**config.mk**
```make
export PLATFORM = sky130hd
export DESIGN_NAME = lge_top
export DESIGN_NICKNAME = d
export VERILOG_FILES = /design/src/lge_gate.v /design/src/lge_top.v
export VERILOG_INCLUDE_DIRS = /design/src /design/src/src
export SDC_FILE = /design/constraint.sdc
export NUM_CORES = 1
export LEC_CHECK = 0
export ABC_AREA = 0
export BUFFER_PORTS_ARGS = -buffer_cell sky130_fd_sc_hd__buf_2
export CAP_MARGIN = 5
export CORE_UTILIZATION = 41
export CTS_CLUSTER_SIZE = 14
export DETAILED_ROUTE_END_ITERATION = 6
export PLACE_DENSITY = 0.77
export RECOVER_POWER = 50
export SLEW_MARGIN = 10
export SYNTH_ARGS = -nofsm -noshare
export SYNTH_HDL_FRONTEND = slang
export SYNTH_SLANG_ARGS = --single-unit
```
**constraint.sdc**
```tcl
create_clock -name clk -period 3 [get_ports clk]
set_input_delay 0.3 -clock clk [delete_from_list [all_inputs] [get_ports clk]]
set_output_delay 0.3 -clock clk [all_outputs]
set_load 0.01 [all_outputs]
```
**src/lge_consts.vh**
```
`ifndef LGE_CONSTS_VH
`define LGE_CONSTS_VH

// ---------------------------------------------------------------
// Register indices (byte address is four times the index)
// ---------------------------------------------------------------
`define LGE_IDX_DRV0        10'h0f0
`define LGE_IDX_DRV11       10'h0fb
`define LGE_IDX_GATE_LO     10'h0fc
`define LGE_IDX_GATE_HI     10'h0fd
`define LGE_IDX_CHAN_PD     10'h100
`define LGE_IDX_STATUS      10'h101

// ---------------------------------------------------------------
// Field positions and masks
// ---------------------------------------------------------------
`define LGE_DRV_PD_BIT      0
`define LGE_GATE_HI_MASK    8'h0f
`define LGE_CHAN_PD_MASK    4'hf
`define LGE_STATUS_LOCK_BIT 12
`define LGE_NUM_OUTPUTS     12
`define LGE_OUTS_PER_CHAN   3

// ---------------------------------------------------------------
// Reset values
// ---------------------------------------------------------------
`define LGE_DRV_RESET       8'h02
`define LGE_GATE_LO_RESET   8'h00
`define LGE_GATE_HI_RESET   8'h00
`define LGE_CHAN_PD_RESET   4'h0

`endif

```
**src/lge_gate.v**
```verilog
`timescale 1ns/100ps
`default_nettype none

// ---------------------------------------------------------------
// One output's enable: lock gating combined with power-downs
// ---------------------------------------------------------------
module lge_gate
(
	input  wire gate_en,
	input  wire lock_ind,
	input  wire drv_pd,
	input  wire chan_pd,
	output wire out_en
);

	wire lock_ok;

	// Gating off: lock level has no say; on: lock low forces down
	assign lock_ok = ~gate_en | lock_ind;

	// Any power-down setting overrides a good lock
	assign out_en = lock_ok & ~drv_pd & ~chan_pd;

endmodule

`default_nettype wire

```
**src/lge_top.v**
```verilog
// Operation
// - Output eleven control uses the output zero driver layout.
// - Gating bit zero, the reset default, leaves enable independent of lock.
// - Gating bit one: lock low powers output down, high enables it.
// - Low gating register bit n gates output n, outputs zero to seven.
// - High gating register bits zero to three gate outputs eight to eleven.
`timescale 1ns/100ps
`default_nettype none
`include "lge_consts.vh"

module lge_top
(
	input  wire        clk,
	input  wire        nrst,
	input  wire        psel,
	input  wire        penable,
	input  wire        pwrite,
	input  wire [11:0] paddr,
	input  wire [31:0] pwdata,
	output wire [31:0] prdata,
	output wire        pready,
	output wire        pslverr,
	input  wire        current_source_lock_indication,
	output wire [11:0] out_enable,
	output wire [95:0] driver_ctrl
);

	// ---------------------------------------------------------------
	// Register storage
	// ---------------------------------------------------------------
	reg  [7:0]  drv_reg [0:11];
	reg  [7:0]  gate_lo_reg;
	reg  [3:0]  gate_hi_reg;
	reg  [3:0]  chan_pd_reg;
	reg  [31:0] rdata_reg;
	reg  [31:0] rdata_next;
	reg         lock_meta_reg;
	reg         lock_sync_reg;

	wire [9:0]  idx;
	wire        aligned;
	wire        hit_drv;
	wire        hit_gate_lo;
	wire        hit_gate_hi;
	wire        hit_chan_pd;
	wire        hit_status;
	wire        mapped;
	wire        setup_ph;
	wire        access_ph;
	wire        wr_en;
	wire [3:0]  drv_sel;
	wire        wr_drv;
	wire        wr_gate_lo;
	wire        wr_gate_hi;
	wire        wr_chan_pd;
	wire [11:0] gate_vec;
	wire [11:0] drv_pd_vec;
	wire [11:0] chan_pd_vec;
	wire [11:0] status_en;

	integer i;

	// ---------------------------------------------------------------
	// Local constants
	// ---------------------------------------------------------------
	// Only the low nibble of the upper gating register is stored
	localparam [7:0] GATE_HI_RST = `LGE_GATE_HI_RESET;

	// ---------------------------------------------------------------
	// Address decode
	// ---------------------------------------------------------------
	assign idx         = paddr[11:2];
	assign aligned     = (paddr[1:0] == 2'b00);
	assign hit_drv     = aligned & (idx >= `LGE_IDX_DRV0) &
	                     (idx <= `LGE_IDX_DRV11);
	assign hit_gate_lo = aligned & (idx == `LGE_IDX_GATE_LO);
	assign hit_gate_hi = aligned & (idx == `LGE_IDX_GATE_HI);
	assign hit_chan_pd = aligned & (idx == `LGE_IDX_CHAN_PD);
	assign hit_status  = aligned & (idx == `LGE_IDX_STATUS);
	assign mapped      = hit_drv | hit_gate_lo | hit_gate_hi |
	                     hit_chan_pd | hit_status;
	// Driver indices run 0x0f0..0x0fb, so the low nibble is the output
	assign drv_sel     = idx[3:0];

	// ---------------------------------------------------------------
	// Bus handshake and write strobes
	// ---------------------------------------------------------------
	assign setup_ph  = psel & ~penable;
	assign access_ph = psel & penable;
	assign wr_en     = access_ph & pwrite & mapped;

	// Status and unmapped slots never raise a strobe, so writes there
	// are dropped without touching any register
	assign wr_drv     = wr_en & hit_drv;
	assign wr_gate_lo = wr_en & hit_gate_lo;
	assign wr_gate_hi = wr_en & hit_gate_hi;
	assign wr_chan_pd = wr_en & hit_chan_pd;

	// Zero wait states: read data is captured in the setup cycle
	assign pready  = 1'b1;
	assign pslverr = access_ph & ~mapped;
	assign prdata  = rdata_reg;

	// ---------------------------------------------------------------
	// Lock synchroniser for the status readback only
	// ---------------------------------------------------------------
	// The gating itself stays asynchronous; only the readback path is
	// clocked, so it needs a clean copy of the lock level.
	always @(posedge clk or negedge nrst)
	begin
		if (!nrst)
		begin
			lock_meta_reg <= 1'b0;
			lock_sync_reg <= 1'b0;
		end
		else
		begin
			lock_meta_reg <= current_source_lock_indication;
			lock_sync_reg <= lock_meta_reg;
		end
	end

	// ---------------------------------------------------------------
	// Register writes
	// ---------------------------------------------------------------
	always @(posedge clk or negedge nrst)
	begin
		if (!nrst)
		begin
			for (i = 0; i < `LGE_NUM_OUTPUTS; i = i + 1)
				drv_reg[i] <= `LGE_DRV_RESET;
			gate_lo_reg <= `LGE_GATE_LO_RESET;
			gate_hi_reg <= GATE_HI_RST[3:0];
			chan_pd_reg <= `LGE_CHAN_PD_RESET;
		end
		else
		begin
			if (wr_drv)
				drv_reg[drv_sel] <= pwdata[7:0];
			if (wr_gate_lo)
				gate_lo_reg <= pwdata[7:0];
			if (wr_gate_hi)
				gate_hi_reg <= pwdata[3:0];
			if (wr_chan_pd)
				chan_pd_reg <= pwdata[3:0] & `LGE_CHAN_PD_MASK;
		end
	end

	// ---------------------------------------------------------------
	// Read mux
	// ---------------------------------------------------------------
	always @*
	begin
		rdata_next = 32'h0000_0000;
		if (hit_drv)
			rdata_next = {24'h00_0000, drv_reg[drv_sel]};
		else if (hit_gate_lo)
			rdata_next = {24'h00_0000, gate_lo_reg};
		else if (hit_gate_hi)
			// Upper nibble is reserved and reads zero
			rdata_next = {24'h00_0000,
			              {4'h0, gate_hi_reg} & `LGE_GATE_HI_MASK};
		else if (hit_chan_pd)
			rdata_next = {28'h000_0000, chan_pd_reg};
		else if (hit_status)
			rdata_next = {19'h0_0000, lock_sync_reg, status_en};
	end

	// ---------------------------------------------------------------
	// Read data register
	// ---------------------------------------------------------------
	// Loaded in the setup cycle so prdata stands for the whole access
	always @(posedge clk or negedge nrst)
	begin
		if (!nrst)
			rdata_reg <= 32'h0000_0000;
		else if (setup_ph && !pwrite)
			rdata_reg <= rdata_next;
	end

	// ---------------------------------------------------------------
	// Per-output gating
	// ---------------------------------------------------------------
	// Bit n of the low register gates output n, high register bit k
	// gates output eight plus k.
	assign gate_vec = {gate_hi_reg, gate_lo_reg};

	genvar n;
	generate
		for (n = 0; n < `LGE_NUM_OUTPUTS; n = n + 1)
		begin : g_out
			// Channel g powers down the three outputs 3g to 3g+2
			assign drv_pd_vec[n]  = drv_reg[n][`LGE_DRV_PD_BIT];
			assign chan_pd_vec[n] = chan_pd_reg[n / `LGE_OUTS_PER_CHAN];

			// Output gate on the raw lock level: no clock in the path
			lge_gate u_gate
			(
				.gate_en  (gate_vec[n]),
				.lock_ind (current_source_lock_indication),
				.drv_pd   (drv_pd_vec[n]),
				.chan_pd  (chan_pd_vec[n]),
				.out_en   (out_enable[n])
			);

			// Same decision on the synchronised lock for readback
			lge_gate u_stat
			(
				.gate_en  (gate_vec[n]),
				.lock_ind (lock_sync_reg),
				.drv_pd   (drv_pd_vec[n]),
				.chan_pd  (chan_pd_vec[n]),
				.out_en   (status_en[n])
			);

			// Output eleven gets its settings in the same layout
			assign driver_ctrl[n*8 +: 8] = drv_reg[n];
		end
	endgenerate

endmodule

`default_nettype wire

```
==> impl_metrics.py <==
metrics = {
    "route": {
        "wirelength_um": 19000,
        "avgRoutedWirePerCell_um": 22.3,
        "drt_iter0_markers": 436,
        "via_count": 4823,
        "dr.pass1.iters": 6,
        "drc": 0,
        "ant_nets": 0,
        "vias_per_cell": 5.67,
    },
    "setup_path": {
        "path_buf_inv": 2,
        "worstSetupPathType": "primary input to register",
        "worstPathRequired_ns": 3.30,
        "cpPeakStageDelay_ns": 0.57,
        "cp_top_family": "simple AND/OR/NAND/NOR gates",
        "crit_fanout": 5,
        "endpoint_kind": "register",
        "cp_cell_sequence": "buf_2, or4_4, or3_4, nor3b_4, and3_1, buf_4, mux2_4",
        "start_kind": "primary input",
        "crit_slowest_cell": "or4_4",
        "cp.arrival_ns": 2.61,
    },
    "timing": {
        "hold_slack_ns": 0.305,
        "finalHoldViolCount": 0,
        "setup_viol": 0,
        "tightest_slew_ns": 1.39,
        "timing.final.ws_setup_ns": 0.692,
        "slew-limit-headroom": 0.0706,
        "fmax_mhz": 433,
        "finalMaxSlewViolations": 0,
        "final.setup_skew_ns": 0.00523,
        "tns_ns": 0,
        "layout_min_cycle_time_ns": 2.31,
        "rsz0062_at_grt": "false",
        "fin_crit_sh": 0.769,
    },
    "logic_synthesis": {
        "avgSynthCellArea_sq_um": 13.2,
        "netlist_area_sq_um": 6490,
        "synth_edf_count": 0,
        "synth_area_leader_cell": "dfrtp_1",
        "synth-seq-area-share": 0.492,
        "ys_top_cells_by_area": "dfrtp_1 (44%), mux2_2 (19%), mux4_2 (8.3%)",
        "synth_top_area_frac": 0.443,
        "synthArstFlopShare": 1.00,
        "synth_warnings": 0,
        "synth-seq-cells": 127,
        "synthCells": 491,
        "ys_types": 47,
        "synth_ff_type": "dfrtp_1",
    },
    "cts": {
        "ctsHoldBuffers": 2,
        "ctsHtreeMaxLevel": 4,
        "cts.clk_slew.worst_paths_ns": 0.06,
        "worstSkewPairLatency_ns": 0.42,
        "cts_made_buffers": 17,
        "cts_root_buffer": "clkbuf_16",
        "clk_path_buf_depth": 2,
        "cts_setup_buffers": 0,
        "cts-resized-gates": 0,
        "clock-sinks": 127,
        "cts_tree": "yes",
    },
    "global_route": {
        "overflow": 0,
        "grt_max_degree": 56,
        "grt_first_pass_wirelength_um": 28900,
        "antenna_found_initial": 1,
        "grt_pass1_vias": 4723,
        "grt_usage": 0.242,
    },
    "power_and_ir_drop": {
        "power_leakage_uw": 0.00366,
        "vdd_drop_max_uv": 393,
        "power.density_nw_per_um2": 531,
    },
    "place": {
        "dp_hpwl_um": 13200,
        "preCtsSetupSlack_ns": 0.286,
        "gp_congestion": 0.910,
        "io_buffers": 147,
    },
    "floorplanning": {
        "die_w_um": 128,
        "fp.dieH_um": 128,
        "dieArea_sq_um": 16300,
        "start_util": 0.424,
        "io_pins": 192,
        "rows": 45,
        "core_area_sq_um": 15300,
    },
    "hold_path": {
        "hold_path.class": "primary input to register",
    },
    "finish": {
        "largest_reg_flops": 96,
        "drive_gt1_frac": 0.409,
        "area_growth_pct": 20.0,
        "layout.nets": 675,
    },
    "flow_run": {
        "maxCapViolCount": 0,
    },
    "run_status": {
        "status": "finished clean",
    },
}
cells by family (layout without fill, tap and decap cells):
| kind of cell | Yosys count | after routing | synth area share |
|---|---|---|---|
| simple gates | 83 | 83 | 0.0732 |
| other cells | 2 | 21 | 0.00116 |
| flops | 127 | 127 | 0.492 |
| mux | 148 | 148 | 0.302 |
| buf+inv | 74 | 203 | 0.0709 |
| compound gates | 57 | 57 | 0.0613 |
final timing paths:
kind | startpoint | endpoint | slack [ns] | cells past startpoint
min in group asynchronous | nrst | driver_ctrl[87] | 0.37 | 2
worst min register to register | lock_meta_reg | lock_sync_reg | 0.36 | 0
max in group asynchronous | nrst | driver_ctrl[19] | 0.94 | 3
worst min-delay path | pwdata[7] | driver_ctrl[95] | 0.31 | 2
worst max-delay path | paddr[11] | driver_ctrl[90] | 0.69 | 7
worst max register to register | driver_ctrl[73] | prdata[1] | 1.36 | 5
synthesized netlist by cell type, types with 3 or more instances:
master and count:
a211oi_1 27, a21o_1 3, a21oi_1 14, a31oi_1 4, and3_1 4, buf_2 5
buf_4 45, clkbuf_1 19, dfrtp_1 115, dfstp_2 12, inv_1 3, mux2_2 109
mux2_4 8, mux2i_1 7, mux4_2 24, nand2_1 16, nand2_2 3, nand2b_1 4
nand3_1 8, nand4_1 4, nor2_1 16, nor2b_1 6, nor3_1 3, nor3b_1 5
through the flow:
step | area, sq um | total power, uW | cells | util
floorplan | 6560 | 1900 | 509 | -
global placement | 7280 | 1990 | 815 | 0.475
detailed placement | 7280 | 1990 | 815 | 0.475
CTS | 7930 | 4160 | 849 | 0.518
global route | 7790 | 4260 | 849 | 0.508
finish | 7790 | 4130 | 850 | 0.509
cells in the final DEF (no fill, tap or decap), types with 4 or more instances in the layout:
cell type,instances
clkbuf_8,5
and3_1,4
clkbuf_1,100
mux4_2,24
mux2_2,109
conb_1,20
nor3b_1,5
nand2_1,16
clkinv_2,4
buf_4,18
nor2b_1,6
a31oi_1,4
dfstp_2,12
a21oi_1,14
nand2b_1,4
mux2_4,8
a211oi_1,27
mux2i_1,7
clkbuf_16,17
dfrtp_1,115
nand3_1,8
buf_2,46
nand4_1,4
nor2_1,16
final cells by class:
class,count,area (sq um)
timing repair buffer,168,786
antenna,1,2.50
fill,1348,7520
sequential,127,3190
inverter,3,11.3
multi-input combinational,308,2910
clock buffer,22,494
tap,211,264
clock inverter,10,133
worst register-to-register path, stage by stage, from the launching register on:
cell and delay [ns]:
dfstp_2 0.37, mux4_2 0.45, nor2b_1 0.16, a211oi_1 0.23, a21oi_1 0.08, o221a_2 0.25
report_power, final:
group | total (uW) | leakage [uW] | internal [uW] | switching [uW]
registers | 1740 | 0.00172 | 1730 | 8.59
clock network | 2170 | 0.000304 | 1410 | 764
logic | 223 | 0.00164 | 64.3 | 159
layer usage:
metal  part of all wire  wire length (um)  global-route usage  vias up
met3              0.082              1560              0.0705       23
met1               0.44              8290               0.335     2491
met2               0.47              8860               0.370      264
met5                  0                 0                   0        -
met4              0.013               253              0.0651        0
li1                   -                 -                   -     2045
(Power assumes the default switching activity.)
